===== src/logic/fault_filter_pkg.sv =====
package fault_filter_pkg;

    // ------------------------------------------------------------------
    // register offsets
    // ------------------------------------------------------------------
    localparam logic [7:0] CHAN_FILT01_OFFS  = 8'h26;
    localparam logic [7:0] CHAN_FILT23_OFFS  = 8'h27;
    localparam logic [7:0] FAULT_FILT_OFFS   = 8'h28;
    localparam logic [7:0] FAULT_CTRL_OFFS   = 8'h29;
    localparam logic [7:0] FAULT_STAT_OFFS   = 8'h2a;
    localparam logic [7:0] MODE_CTRL_OFFS    = 8'h2b;

    // ------------------------------------------------------------------
    // field positions
    // ------------------------------------------------------------------
    localparam int ODD_VAL_LSB      = 4;
    localparam int EVEN_VAL_LSB     = 0;
    localparam int FILT_EN_LSB      = 4;
    localparam int INPUT_EN_LSB     = 0;
    localparam int STAT_SUMMARY_BIT = 7;
    localparam int STAT_INSTATE_BIT = 5;
    localparam int MODE_FAULT_BIT   = 0;
    localparam int MODE_WPOFF_BIT   = 1;

    // ------------------------------------------------------------------
    // reset values
    // ------------------------------------------------------------------
    localparam logic [7:0] CHAN_FILT_RST  = 8'h00;
    localparam logic [3:0] FAULT_FILT_RST = 4'h0;
    localparam logic [7:0] FAULT_CTRL_RST = 8'h00;
    localparam logic [1:0] MODE_CTRL_RST  = 2'h0;

    // ------------------------------------------------------------------
    // filter timing: samples per filter step
    // ------------------------------------------------------------------
    localparam int FILT_SCALE = 4;

endpackage


===== src/logic/glitch_filter.sv =====
`timescale 1ns/1ps
// stable-level filter: output follows input after it stays put long enough
module glitch_filter
    import fault_filter_pkg::*;
#(
    parameter int CNT_W = 8
)
(
    // clock and reset
    input  wire logic       clk,
    input  wire logic       nrst,
    // filter setting and data
    input  wire logic       enable,
    input  wire logic [3:0] filt_val,
    input  wire logic       din,
    output logic            dout
);

    logic [CNT_W-1:0] cnt_reg;
    logic             dout_reg;
    logic [CNT_W-1:0] limit;

    // proportional scaling keeps the limit monotonic in the setting
    assign limit = CNT_W'(filt_val) * CNT_W'(FILT_SCALE);

    // count samples of a level differing from the output
    always_ff @(posedge clk or negedge nrst)
    begin
        if (!nrst)
        begin
            cnt_reg  <= '0;
            dout_reg <= 1'b0;
        end
        else if (!enable || filt_val == 4'h0)
        begin
            cnt_reg  <= '0;
            dout_reg <= din;
        end
        else if (din == dout_reg)
        begin
            cnt_reg <= '0;                                // any bounce restarts
        end
        else if (cnt_reg >= limit - CNT_W'(1))
        begin
            cnt_reg  <= '0;
            dout_reg <= din;
        end
        else
        begin
            cnt_reg <= cnt_reg + CNT_W'(1);
        end
    end

    assign dout = dout_reg;

endmodule


===== src/logic/fault_filter_ctrl.sv =====
// Strobed register access was decided locally.
`timescale 1ns/1ps
//
// Summary of operation
// flag set when control, input enabled, fault
// read-then-write-0 clears flag if no fault
// writing 1 to a flag does nothing
// clearing summary flag clears all flags
// new fault restarts the clearing handshake
// two channel filter regs, ch0-3 only
// odd value high nibble, even low
// channel filter writes take effect immediately
// fault filter value bits 3-0, rest zero
// fault filter value write acts immediately
// control bits 7-4 enable fault filters
// control bits 3-0 enable fault inputs
// control register writable only when unprotected
// protection blocks writes, keeps values
// input state is OR of enabled inputs
// filter passes level after stable samples
// all registers synchronous, reset to defaults
//
module fault_filter_ctrl
    import fault_filter_pkg::*;
#(
    parameter int N_FAULT = 4,
    parameter int N_CHAN  = 4,
    parameter int CNT_W   = 8
)
(
    // clock and reset
    input  wire logic               clk,
    input  wire logic               nrst,
    // register port
    input  wire logic [7:0]         addr,
    input  wire logic [7:0]         wdata,
    input  wire logic               wr_en,
    input  wire logic               rd_en,
    output logic      [7:0]         rdata,
    // fault pins and channel inputs
    input  wire logic [N_FAULT-1:0] fault_pin,
    input  wire logic [N_CHAN-1:0]  chan_in,
    // filtered results toward the timer
    output logic [N_CHAN-1:0]       chan_filtered,
    output logic                    fault_input_state,
    output logic                    fault_summary_flag,
    output logic [N_FAULT-1:0]      fault_detect_flag
);

    // ------------------------------------------------------------------
    // register state
    // ------------------------------------------------------------------
    logic [7:0]         chan_filt_reg [2];
    logic [3:0]         fault_filter_val_reg;
    logic [N_FAULT-1:0] fault_filter_en_reg;
    logic [N_FAULT-1:0] fault_input_en_reg;
    logic               fault_ctrl_en_reg;
    logic               write_protect_off_reg;
    logic [N_FAULT-1:0] flag_reg;
    logic [N_FAULT-1:0] flag_next;
    logic [N_FAULT-1:0] armed_reg;
    logic               summary_reg;
    logic               summary_next;
    logic [7:0]         rdata_reg;
    logic [N_CHAN-1:0]  chan_filt_out_reg;
    logic               instate_reg;

    // ------------------------------------------------------------------
    // filters
    // ------------------------------------------------------------------
    logic [N_FAULT-1:0] fault_filt_out;
    logic [N_CHAN-1:0]  chan_filt_out;
    logic [N_FAULT-1:0] fault_seen;

    // picks a channel's nibble from its shared register
    function automatic logic [3:0] chan_val(input logic [7:0] r, input int ch);
        return ch[0] ? r[ODD_VAL_LSB +: 4] : r[EVEN_VAL_LSB +: 4];
    endfunction

    // true when the address equals the given offset, for a read or a write
    function automatic logic wr_hit(input logic [7:0] a, input logic [7:0] offs);
        return a == offs;
    endfunction

    genvar gi;
    generate
        for (gi = 0; gi < N_FAULT; gi++)
        begin : g_fault
            // filter value reaches the filter with no staging
            glitch_filter #(.CNT_W(CNT_W)) u_ffilt (
                .clk      (clk),
                .nrst     (nrst),
                .enable   (fault_filter_en_reg[gi]),
                .filt_val (fault_filter_val_reg),
                .din      (fault_pin[gi]),
                .dout     (fault_filt_out[gi])
            );
        end
        for (gi = 0; gi < N_CHAN; gi++)
        begin : g_chan
            // filter registers cover channels 0-3 only; a filter is built for every channel
            glitch_filter #(.CNT_W(CNT_W)) u_cfilt (
                .clk      (clk),
                .nrst     (nrst),
                .enable   (1'b1),
                .filt_val (chan_val(chan_filt_reg[gi/2], gi)),
                .din      (chan_in[gi]),
                .dout     (chan_filt_out[gi])
            );
        end
    endgenerate

    // a fault counts only with control and input enabled
    assign fault_seen = fault_ctrl_en_reg ? (fault_filt_out & fault_input_en_reg)
                                          : '0;

    // ------------------------------------------------------------------
    // configuration registers
    // ------------------------------------------------------------------
    // channel filter registers, live immediately
    always_ff @(posedge clk or negedge nrst)
    begin
        if (!nrst)
        begin
            chan_filt_reg[0] <= CHAN_FILT_RST;
            chan_filt_reg[1] <= CHAN_FILT_RST;
        end
        else if (wr_en)
        begin
            if (wr_hit(addr, CHAN_FILT01_OFFS))
                chan_filt_reg[0] <= wdata;
            if (wr_hit(addr, CHAN_FILT23_OFFS))
                chan_filt_reg[1] <= wdata;
        end
    end

    // fault filter value; upper nibble is not stored
    always_ff @(posedge clk or negedge nrst)
    begin
        if (!nrst)
            fault_filter_val_reg <= FAULT_FILT_RST;
        else if (wr_en && wr_hit(addr, FAULT_FILT_OFFS))
            fault_filter_val_reg <= wdata[3:0];
    end

    // mode bits: fault control enable and write-protect release
    always_ff @(posedge clk or negedge nrst)
    begin
        if (!nrst)
        begin
            fault_ctrl_en_reg     <= MODE_CTRL_RST[MODE_FAULT_BIT];
            write_protect_off_reg <= MODE_CTRL_RST[MODE_WPOFF_BIT];
        end
        else if (wr_en && wr_hit(addr, MODE_CTRL_OFFS))
        begin
            fault_ctrl_en_reg     <= wdata[MODE_FAULT_BIT];
            write_protect_off_reg <= wdata[MODE_WPOFF_BIT];
        end
    end

    // fault input control, protected against stray writes
    always_ff @(posedge clk or negedge nrst)
    begin
        if (!nrst)
        begin
            fault_filter_en_reg <= FAULT_CTRL_RST[FILT_EN_LSB +: N_FAULT];
            fault_input_en_reg  <= FAULT_CTRL_RST[INPUT_EN_LSB +: N_FAULT];
        end
        else if (wr_en && wr_hit(addr, FAULT_CTRL_OFFS) && write_protect_off_reg)
        begin
            fault_filter_en_reg <= wdata[FILT_EN_LSB +: N_FAULT];
            fault_input_en_reg  <= wdata[INPUT_EN_LSB +: N_FAULT];
        end
    end

    // ------------------------------------------------------------------
    // fault flags and clearing handshake
    // ------------------------------------------------------------------
    // next flag values; a live fault always outranks a clear
    always_comb
    begin
        logic stat_wr;
        stat_wr      = wr_en && wr_hit(addr, FAULT_STAT_OFFS);
        flag_next    = flag_reg;
        summary_next = summary_reg;
        if (stat_wr && summary_reg && !wdata[STAT_SUMMARY_BIT] && armed_reg != '0)
        begin
            summary_next = 1'b0;
            flag_next    = '0;
        end
        else if (stat_wr)
        begin
            for (int i = 0; i < N_FAULT; i++)
                if (armed_reg[i] && !wdata[i])
                    flag_next[i] = 1'b0;
        end
        flag_next = flag_next | fault_seen;
        if (fault_seen != '0)
            summary_next = 1'b1;
        else if (flag_next == '0)
            summary_next = 1'b0;
    end

    // flag and summary storage
    always_ff @(posedge clk or negedge nrst)
    begin
        if (!nrst)
        begin
            flag_reg    <= '0;
            summary_reg <= 1'b0;
        end
        else
        begin
            flag_reg    <= flag_next;
            summary_reg <= summary_next;
        end
    end

    // arming: a status read with the flag set; a fresh fault disarms
    always_ff @(posedge clk or negedge nrst)
    begin
        if (!nrst)
            armed_reg <= '0;
        else if (wr_en && wr_hit(addr, FAULT_STAT_OFFS))
            armed_reg <= '0;                                  // one write ends it
        else if (rd_en && wr_hit(addr, FAULT_STAT_OFFS))
            armed_reg <= flag_reg & ~fault_seen;
        else
            armed_reg <= armed_reg & ~fault_seen;
    end

    // ------------------------------------------------------------------
    // read port and registered outputs
    // ------------------------------------------------------------------
    // read data valid in the cycle after the strobe; unmapped reads zero
    always_ff @(posedge clk or negedge nrst)
    begin
        if (!nrst)
            rdata_reg <= 8'h00;
        else if (!rd_en)
            rdata_reg <= 8'h00;
        else
        begin
            unique case (addr)
                CHAN_FILT01_OFFS: rdata_reg <= chan_filt_reg[0];
                CHAN_FILT23_OFFS: rdata_reg <= chan_filt_reg[1];
                FAULT_FILT_OFFS:  rdata_reg <= {4'h0, fault_filter_val_reg};
                FAULT_CTRL_OFFS:  rdata_reg <= {fault_filter_en_reg, fault_input_en_reg};
                FAULT_STAT_OFFS:  rdata_reg <= {summary_reg, 1'b0, instate_reg,
                                                1'b0, flag_reg};
                MODE_CTRL_OFFS:   rdata_reg <= {6'h00, write_protect_off_reg,
                                                fault_ctrl_en_reg};
                default:          rdata_reg <= 8'h00;
            endcase
        end
    end

    // summary of enabled, filtered fault inputs
    always_ff @(posedge clk or negedge nrst)
    begin
        if (!nrst)
            instate_reg <= 1'b0;
        else
            instate_reg <= |fault_seen;
    end

    // channel outputs retimed so every port is a flop
    always_ff @(posedge clk or negedge nrst)
    begin
        if (!nrst)
            chan_filt_out_reg <= '0;
        else
            chan_filt_out_reg <= chan_filt_out;
    end

    assign rdata              = rdata_reg;
    assign chan_filtered      = chan_filt_out_reg;
    assign fault_input_state  = instate_reg;
    assign fault_summary_flag = summary_reg;
    assign fault_detect_flag  = flag_reg;

endmodule


===== config.mk =====
export PLATFORM = sky130hd
export DESIGN_NAME = fault_filter_ctrl
export DESIGN_NICKNAME = d
export VERILOG_FILES = /design/src/logic/fault_filter_pkg.sv /design/src/logic/glitch_filter.sv /design/src/logic/fault_filter_ctrl.sv
export SDC_FILE = /design/constraint.sdc
export NUM_CORES = 1
export LEC_CHECK = 0
export BUFFER_PORTS_ARGS = -buffer_cell sky130_fd_sc_hd__buf_2
export CORE_MARGIN = 2
export CORE_UTILIZATION = 63
export CTS_BUF_LIST = sky130_fd_sc_hd__clkbuf_2 sky130_fd_sc_hd__clkbuf_4 sky130_fd_sc_hd__clkbuf_8
export DETAILED_ROUTE_END_ITERATION = 12
export PLACE_DENSITY = 0.83
export SLEW_MARGIN = 10
export SYNTH_ARGS = -nofsm -noshare
export SYNTH_HDL_FRONTEND = slang
export SYNTH_SLANG_ARGS = --single-unit

===== constraint.sdc =====
create_clock -name clk -period 2.7 [get_ports clk]
set_input_delay 0.405 -clock clk [delete_from_list [all_inputs] [get_ports clk]]
set_output_delay 0.405 -clock clk [all_outputs]
set_load 0.02 [all_outputs]

# Word level (Yosys, flattened, before mapping)
# Cells that the tools add are included.
[classes]
addsub = 13
order_cmp = 8
eq_ne = 22
muxes = 62
bitwise = 5
reduce_logical = 54
[ops]
columns = ["operator", "count"]
rows = [
  ["$mux 8", 25],
  ["$add 8x1->8 const B", 8],
  ["$ge 8x8->1", 8],
  ["$eq 8x6->1 const B", 6],
  ["$pmux 8 s6", 1],
  ["$sub 6x1->7 const B", 5],
  ["$mux 1", 31],
  ["$logic_not 4->1", 6],
  ["$mux 4", 5],
  ["$reduce_and 2->1", 10],
  ["$ne 2x1->1 const B", 8],
  ["$reduce_bool 2->1", 8],
  ["$logic_and 1x1->1", 13],
  ["$and 4x4->4", 3],
  ["$logic_not 1->1", 9],
  ["$eq 1x1->1", 8],
  ["$reduce_bool 4->1", 2],
  ["$logic_or 1x1->1", 4],
  ["$not 4->4", 1],
  ["$or 4x4->4", 1],
  ["$reduce_or 4->1", 1],
  ["$reduce_bool 3->1", 1],
]
[word_totals]
regBits = 124
in_bits = 28
out_inout_bits = 18
wordCells = 193

# Logic depth before layout (Yosys ltp)
# Gate-level depths: netlist (run 1).
[depth]
word_depth = 10
ltp_mapped = 8
mapped_depth_nobuf = 8

# Cells and area by module
# Synthesis (run 1) repeated with hierarchy kept, for this count alone.
[unflattened]
hier_cells = 678
hier_area_um2 = 7069.3
[modules_own_cells]
columns = ["module", "n_inst", "cells_each", "area_each_um2", "seq_area_each_um2"]
rows = [
  ["glitch_filter (g_chan[0].u_cfilt ...)", 7, 62, 600.6, 225.2],
  ["fault_filter_ctrl", 1, 185, 2254.7, 1301.2],
  ["glitch_filter (g_fault[0].u_ffilt)", 1, 59, 610.6, 225.2],
]

# Least setup slack after synthesis (run 1)
# OpenSTA, ideal clock, no wires.
[synth_timing]
kind = "flip-flop to flip-flop"
start = "reg fault_filter_val_reg[0]"
end = "reg g_fault[0].u_ffilt.cnt_reg[1]"
setup_time_ns = 0.090
arrival_ns = 2.191
required_ns = 2.610
setup_slack_ns = 0.419
path_stages_with_launch = 8
n_path_buf = 0
synth_period_minus_slack_ns = 2.281
path_cell_list = "dfrtp_1 > inv_1 > ha_1 > nand2_1 > ha_1 > a2111oi_2 > o211ai_1 > nor3b_1"
[synth_via]
elab_chain_cells = 5
elab_cells_between_ends = 7
cone_classes = "add/sub: 1; order compare: 1; mux: 3; reduce/logical: 2"
[synth_rtl]
columns = ["item", "line_no", "text"]
rows = [
  ["start, declared", "fault_filter_ctrl.sv:54", "logic [3:0] fault_filter_val_reg;"],
  ["start signal, assigned", "fault_filter_ctrl.sv:143", "fault_filter_val_reg <= wdata[3:0];"],
  ["$sub 6x1->7", "glitch_filter.sv:43", "else if (cnt_reg >= limit - CNT_W'(1))"],
  ["$ge 8x8->1", "glitch_filter.sv:43", ""],
  ["$mux 8", "glitch_filter.sv:43", ""],
  ["$mux 8", "glitch_filter.sv:39", "else if (din == dout_reg)"],
  ["$mux 8 *", "glitch_filter.sv:34", "else if (!enable || filt_val == 4'h0)"],
  ["end signal, assigned", "glitch_filter.sv:50", "cnt_reg <= cnt_reg + CNT_W'(1);"],
  ["end, declared", "glitch_filter.sv:19", "logic [CNT_W-1:0] cnt_reg;"],
]
# Mark *: on every way between the ends. The rest lies on a longest branch, timed or not.
# A chain may end at the register's enable or synchronous reset.

# Worst setup path after layout (run 1)
[layout_timing]
start = "reg fault_filter_val_reg[1]"
end = "reg g_fault[2].u_ffilt.cnt_reg[4]"
[layout_via]
elab_chain_cells = 5
elab_cells_between_ends = 7
cone_classes = "add/sub: 1; order compare: 1; mux: 3; reduce/logical: 2"
[layout_rtl]
columns = ["item", "line_no"]
rows = [
  ["$sub 6x1->7", "glitch_filter.sv:43"],
  ["$ge 8x8->1", "glitch_filter.sv:43"],
  ["$mux 8", "glitch_filter.sv:43"],
  ["$mux 8", "glitch_filter.sv:39"],
  ["$mux 8 *", "glitch_filter.sv:34"],
  ["end signal, assigned", "glitch_filter.sv:50"],
  ["end, declared", "glitch_filter.sv:19"],
]
# Marked as above.

==> results of run 1 <==
## cell usage after synthesis, types with 2 or more instances
| cell | instances |
|---|---|
| xor2_1 | 36 |
| nor3_1 | 69 |
| clkbuf_1 | 2 |
| mux2_4 | 8 |
| a31oi_1 | 4 |
| nand4_1 | 2 |
| o221ai_1 | 8 |
| and3_1 | 17 |
| o41ai_1 | 5 |
| buf_2 | 2 |
| mux2_2 | 25 |
| dfrtp_1 | 124 |
| nand3_1 | 58 |
| or3_1 | 5 |
| nor4_1 | 2 |
| o2111a_1 | 4 |
| xnor2_1 | 30 |
| inv_1 | 24 |
| a21o_1 | 16 |
| ha_1 | 62 |
| and2_1 | 3 |
| a2111oi_2 | 4 |
| mux2i_1 | 2 |
| nor3b_1 | 9 |
| a21oi_1 | 18 |
| o22ai_1 | 3 |
| a222oi_1 | 4 |
| a221oi_1 | 6 |
| a22oi_1 | 6 |
| nor2_1 | 16 |
| nor3_2 | 2 |
| o211ai_1 | 8 |
| nand2_1 | 21 |
| nor2b_1 | 2 |
## metrics by stage
step | power, uW | hold WS (ps) | utilization (%) | worst slack (ps)
6_report | 4250 | 36.1 | 73.0 | 171
5_1_grt | 4410 | 89.9 | 73.0 | 2.83
4_1_cts | 4260 | 47.7 | 72.2 | 3.03
3_5_place_dp | 2430 | 407 | 68.0 | 26.8
3_3_place_gp | 2400 | 396 | 68.0 | 273
2_1_floorplan | 2250 | 109 | - | 419
## worst max-delay path, cell delays in order, from the launching register on
cell,delay [ps]
dfrtp_1,420
inv_1,90
ha_1,190
nand2_1,240
ha_1,440
a2111oi_4,490
o211ai_1,160
buf_4,190
nor3_1,200
## power breakdown
group | internal [uW] | leakage (uW) | switching [uW]
Clock | 1130 | 0.000235 | 706
Combinational | 169 | 0.00187 | 298
Sequential | 1900 | 0.00166 | 49.1
Total | 3200 | 0.00377 | 1050
## layer usage
| metal | GRT usage, % | up-vias | share of wire [%] |
|---|---|---|---|
| met5 | 0 | - | 0.13 |
| met3 | 6.99 | 46 | 6.5 |
| met2 | 45.4 | 210 | 49 |
| met4 | 12.9 | 2 | 2.8 |
| li1 | - | 2477 | - |
| met1 | 35.4 | 2634 | 41 |
## area by class of cell
class | count | share of cell area, %
Clock buffer | 25 | 3.99
Multi-Input combinational cell | 468 | 47.0
Sequential cell | 124 | 39.5
Timing Repair Buffer | 59 | 4.40
Tap cell | 140 | 2.23
Clock inverter | 7 | 1.72
Inverter | 24 | 1.15
## kinds of logic after synthesis
group	Yosys count
compound gates	88
buf+inv	32
xor+xnor	66
flops	124
mux	36
simple gates	216
fa+ha+maj	62
## what timing repair did
item                       CTS  global route
setup buffers                0             4
resized for setup            0             8
setup endpoints to repair    0            35
## final timing paths
| kind | slack [ps] | endpoint | cells after the start |
|---|---|---|---|
| min reg2reg | 420 | chan_filtered[3] | 0 |
| max | 170 | g_fault[2].u_ffilt.cnt_reg[4] | 8 |
| max in group asynchronous | 1920 | g_fault[3].u_ffilt.cnt_reg[4] | 2 |
| max reg2reg | 170 | g_fault[2].u_ffilt.cnt_reg[4] | 8 |
| min in group clk | 210 | g_chan[1].u_cfilt.dout | 2 |
| min | 40 | g_chan[0].u_cfilt.cnt_reg[3] | 1 |
==> qor.yml, run 1 <==
cts:
  htreeDepth: 4
  path_clk_slew_ps: 70
  cts_tree: "done"
  cts_hold_buf: 0
  root_buffer: "clkbuf_8"
  cts_made_buffers: 17
  cts.sinks: 124
  cts.path.max_buffers: 2
  clkLatencyLatePin_ps: 450
synth:
  syn_inst: 624
  synth_xor_area_share_pct: 8.40
  synth_top_area_share_pct: 45.1
  ys_types: 51
  synth_top_family_by_area: "simple AND/OR/NAND/NOR gates"
  synthTopCellsByArea: "dfrtp_1 45%, ha_1 11%, nor3_1 5.0%"
  synth-compound-area-share_pct: 9.93
  synthesis.nets: 714
  yosys_warnings: 0
  yosysSeqAreaShare_pct: 45.1
  synthAdderAreaFrac_pct: 11.3
  synth-simple-area-share_pct: 16.8
  synth_ff_type: "dfrtp_1"
  synth_async_sr_flop_share_pct: 100
  synth_mux_area_share_pct: 6.29
  synth_largest_area_cell: "dfrtp_1"
  synth_area_um2: 6880
  syn_avg_cell_area_um2: 11.0
  ys_ff_latch: 124
  synth_edf_count: 0
floorplan:
  die_w_um: 108
  num_io_pins: 46
  core_area_um2: 10700
  die_h_um: 108
  dieArea_um2: 11800
  initial_core_util_pct: 64.0
  rows: 38
finish:
  finalInstanceArea_um2: 7850
  final_cell_mix: "124 x dfrtp_1, 65 x nor3_1, 62 x ha_1"
  final_common_cell: "dfrtp_1"
  nFillCells: 741
  multiInputGateArea_um2: 3690
  drive_gt1_share_pct: 19.8
  area_growth_pct: 14.1
  final_nets: 784
  finalNonFillerCells: 847
  diodes: 0
  regArea_um2: 3100
critical_path:
  cp_max_fo: 8
  end_kind: "flip-flop"
  crit_type: "flip-flop to flip-flop"
  cp-start-kind: "flip-flop"
  required_ps: 3060
  crit_arrival_ps: 2890
  cp-startpoint: "fault_filter_val_reg[1]"
  worstReg2RegStart: "fault_filter_val_reg[1]"
route:
  wl_per_cell_um: 18.7
  final_antenna_net_count: 0
  firstDrtPassIters: 6
  routed_via_density: 6.34
  vias: 5369
  drc_errors: 0
  drt-initial-drc-count: 532
  finalWirelength_um: 15800
timing:
  final.min_clock_period_ps: 2530
  skew_ps: 9.01
  max_slew.worst_pin.slew_ps: 816
  period_share_pct: 93.7
  setup_violations: 0
  slew_violations: 0
  slew-limit-headroom_pct: 45.1
  fmaxAchievable_ghz: 0.395
  final-hold-violation-count: 0
  rsz0062_at_grt: "no"
  tns_ps: 0
global_routing:
  grt_pass1_wl_um: 25400
  grtUsageTotal_pct: 28.0
  grt_max_degree: 61
  gr-total-overflow: 0
  grt_pass1_vias: 5305
  antenna_found_initial: 1
min_path:
  min_path_type: "input pin to async pin"
place:
  finalWeightedCongestion: 0.908
  hpwl_um: 10900
  dpl_cell_area_um2: 7310
  port_buffers: 45
  dp.cells: 811
power:
  power.density_nw_per_um2: 542
  p_leak_uw: 0.00377
  ir_drop_uv: 416
flow_run:
  maxCapViolations: 0
outcome:
  outcome: "finished, final reports clean"
(Power assumes the default switching activity.)
==> run 2, diff against run 1 <==
--- a/config.mk
+++ b/config.mk
@@ -8,7 +8,7 @@
 export BUFFER_PORTS_ARGS = -buffer_cell sky130_fd_sc_hd__buf_2
 export CORE_MARGIN = 2
 export CORE_UTILIZATION = 63
-export CTS_BUF_LIST = sky130_fd_sc_hd__clkbuf_2 sky130_fd_sc_hd__clkbuf_4 sky130_fd_sc_hd__clkbuf_8
+export CTS_BUF_LIST = sky130_fd_sc_hd__clkbuf_8
 export DETAILED_ROUTE_END_ITERATION = 12
 export PLACE_DENSITY = 0.83
 export SLEW_MARGIN = 10
==> run 2 against run 1 <==
  * Global-route usage is 0.21 points higher
  * Combinational power is essentially flat
  * Clock skew grew 1.0 ps
  * Non-clock buffer count unchanged
  * Hold slack about the same
  * Maximum frequency shrank 1.2%
  * Design area shrank 0.30%
  * Utilization decreased by 0.22 points
  * Die area unchanged
  * Setup slack worse by 30 ps
  * Register-to-register slack got worse by 30 ps
  * Critical endpoint is now g_fault[1].u_ffilt.dout
  * Largest power group unchanged
==> qor.yml, run 2 (synthesized netlist as in run 1, its figures left out) <==
critical_path:
  crit_buf_inv: 1  # -1
  crit_chain: "inv_1 -> ha_1 -> nor3b_1 -> a2111oi_2 -> nand3_1 -> o221ai_1 -> or3_1"
  cpMaxStageDelayCell: "nor3b_1"
  cp-start-kind: "flip-flop"
  crit_family: "simple AND/OR/NAND/NOR gates"
  crit_type: "flip-flop to flip-flop"
  cp_max_fo: 4  # -4
  cpPeakStageDelay_ps: 980  # +490 ps
  required_ps: 3030  # -30 ps
  crit_arrival_ps: 2890  # about the same
  end_kind: "flip-flop"
power:
  p_switching_uw: 1060  # +0.36%
  intPower_uw: 3130  # -2.2%
  p_comb_share_pct: 11.1  # about the same
  power_uw: 4190  # -1.5%
  seqPwrFrac_pct: 46.6  # +0.7 points
  ir_drop_uv: 422  # +1.4%
  power.density_nw_per_um2: 535  # -1.3%
  switching_share_pct: 25.2  # +0.48 points
  clkPwrFrac_pct: 42.2  # -0.9 points
  p_leak_uw: 0.00377  # about the same
min_path:
  min_path_type: "input pin to async pin"
global_routing:
  grt_pass1_vias: 5343  # +0.72%
  gr-total-overflow: 0  # unchanged
  grt_max_degree: 61  # unchanged
  antenna_found_initial: 1  # unchanged
  grtUsageTotal_pct: 28.2  # +0.21 points
  grt_pass1_wl_um: 25600  # +0.57%
finish:
  final_cell_mix: "124 x dfrtp_1, 65 x nor3_1, 62 x ha_1"
  utilization_pct: 72.8  # -0.22 points
  final_nets: 784  # unchanged
  drive_gt1_share_pct: 19.0  # -0.85 points
  diodes: 0  # unchanged
  nFillCells: 746  # +0.67%
  area_growth_pct: 13.8
  final_common_cell: "dfrtp_1"
cts:
  root_buffer: "clkbuf_8"
  path_clk_slew_ps: 70  # about the same
  cts.sinks: 124  # unchanged
  htreeDepth: 4  # unchanged
  cts_made_buffers: 17  # unchanged
  cts.path.max_buffers: 2  # unchanged
  cts_tree: "done"
  clkLatencyLatePin_ps: 450  # about the same
route:
  finalWirelength_um: 15800  # -0.13%
  drt-initial-drc-count: 482  # -9.4%
  firstDrtPassIters: 6  # unchanged
  wl_per_cell_um: 18.7  # -0.13%
  drc_errors: 0  # unchanged
  routed_via_density: 6.39  # +0.76%
  vias: 5410  # +0.76%
  final_antenna_net_count: 0  # unchanged
timing:
  final-hold-violation-count: 0  # unchanged
  tns_ps: 0  # unchanged
  period_share_pct: 94.8  # +1.1 points
  skew_ps: 10.0  # +0.998 ps
  fmaxAchievable_ghz: 0.391  # -1.2%
  final.min_clock_period_ps: 2560  # +30.1 ps
  slew-limit-headroom_pct: 16.7  # -28 points
  max_slew.worst_pin.slew_ps: 1250  # +431 ps
  setup_violations: 0  # unchanged
  slew_violations: 0  # unchanged
floorplan:
  num_io_pins: 46  # unchanged
  core_area_um2: 10700  # unchanged
  die_h_um: 108  # unchanged
  dieArea_um2: 11800  # unchanged
  rows: 38  # unchanged
  initial_core_util_pct: 64.0  # unchanged
  die_w_um: 108  # unchanged
place:
  port_buffers: 45  # unchanged
  hpwl_um: 10900  # unchanged
  finalWeightedCongestion: 0.908  # unchanged
outcome:
  outcome: "finished, final reports clean"
flow_run:
  maxCapViolations: 0  # unchanged
==> run 2: cell count changes in the layout (fill, tap and decap cells not counted), sizes merged <==
cell	change
clkbuf	-5
inv	+5
==> run 2: repair_timing <==
item	in CTS	in global routing
pin swaps	1	3
endpoints found under the setup margin	7	35
resized for setup	0	7
buffers inserted	1	3
hold buffers	0	0
==> run 2: power groups by stage <==
stage	sequential, uW	clock (uW)	combinational, uW
after global placement	1980	0	420
after floorplan	1990	0	265
final	1950	1770	467
after global routing	1960	1860	517
after CTS	1950	1780	455
after detailed placement	1990	0	448
==> run 2: through the flow <==
stage	hold slack (ps)	instances	setup slack [ps]	cell area, um^2
2_1_floorplan	109	624	419	6880
3_3_place_gp	396	811	273	7310
3_5_place_dp	407	811	26.8	7310
4_1_cts	46.8	844	3.93	7740
5_1_grt	88.8	847	-38.4	7830
6_report	36.1	847	141	7830
==> run 2: cell type report <==
cell class	count	area (um^2)	share of cell area, %
Multi-Input combinational cell	468	3680	47.1
Clock inverter	12	154	1.97
Sequential cell	124	3100	39.7
Timing Repair Buffer	59	345	4.41
Clock buffer	20	275	3.52
Tap cell	140	175	2.24
Inverter	24	90.1	1.15
==> run 2: path summary, 6_finish.rpt <==
path	start	slack [ps]	to	cells after the start
setup / recovery	fault_filter_val_reg[1]	140	g_fault[1].u_ffilt.dout	7
hold / removal	nrst	40	chan_filtered[0]	1
setup reg to reg	fault_filter_val_reg[1]	140	g_fault[1].u_ffilt.dout	7
hold reg to reg	g_chan[3].u_cfilt.dout	420	chan_filtered[3]	0
max in group asynchronous	nrst	1930	g_fault[0].u_ffilt.cnt_reg[3]	2
min in group clk	chan_in[1]	210	g_chan[1].u_cfilt.dout	2
==> run 2: per-layer routing <==
| metal | GRT usage (%) | up-vias | routed length, um |
|---|---|---|---|
| met4 | 14.7 | 2 | 556 |
| li1 | - | 2474 | - |
| met1 | 35.1 | 2638 | 6470 |
| met2 | 45.5 | 234 | 7730 |
| met5 | 0 | - | 13 |
| met3 | 7.17 | 62 | 1070 |
==> run 2: worst reg2reg max path, delay by kind of cell, from the launching register on <==
family | cells | cell delay, ps
adders and majority gates | 1 | 130
DFF | 1 | 420
and+or+nand+nor | 3 | 1480
buffers and inverters | 1 | 100
AOI/OAI and AO/OA | 2 | 310
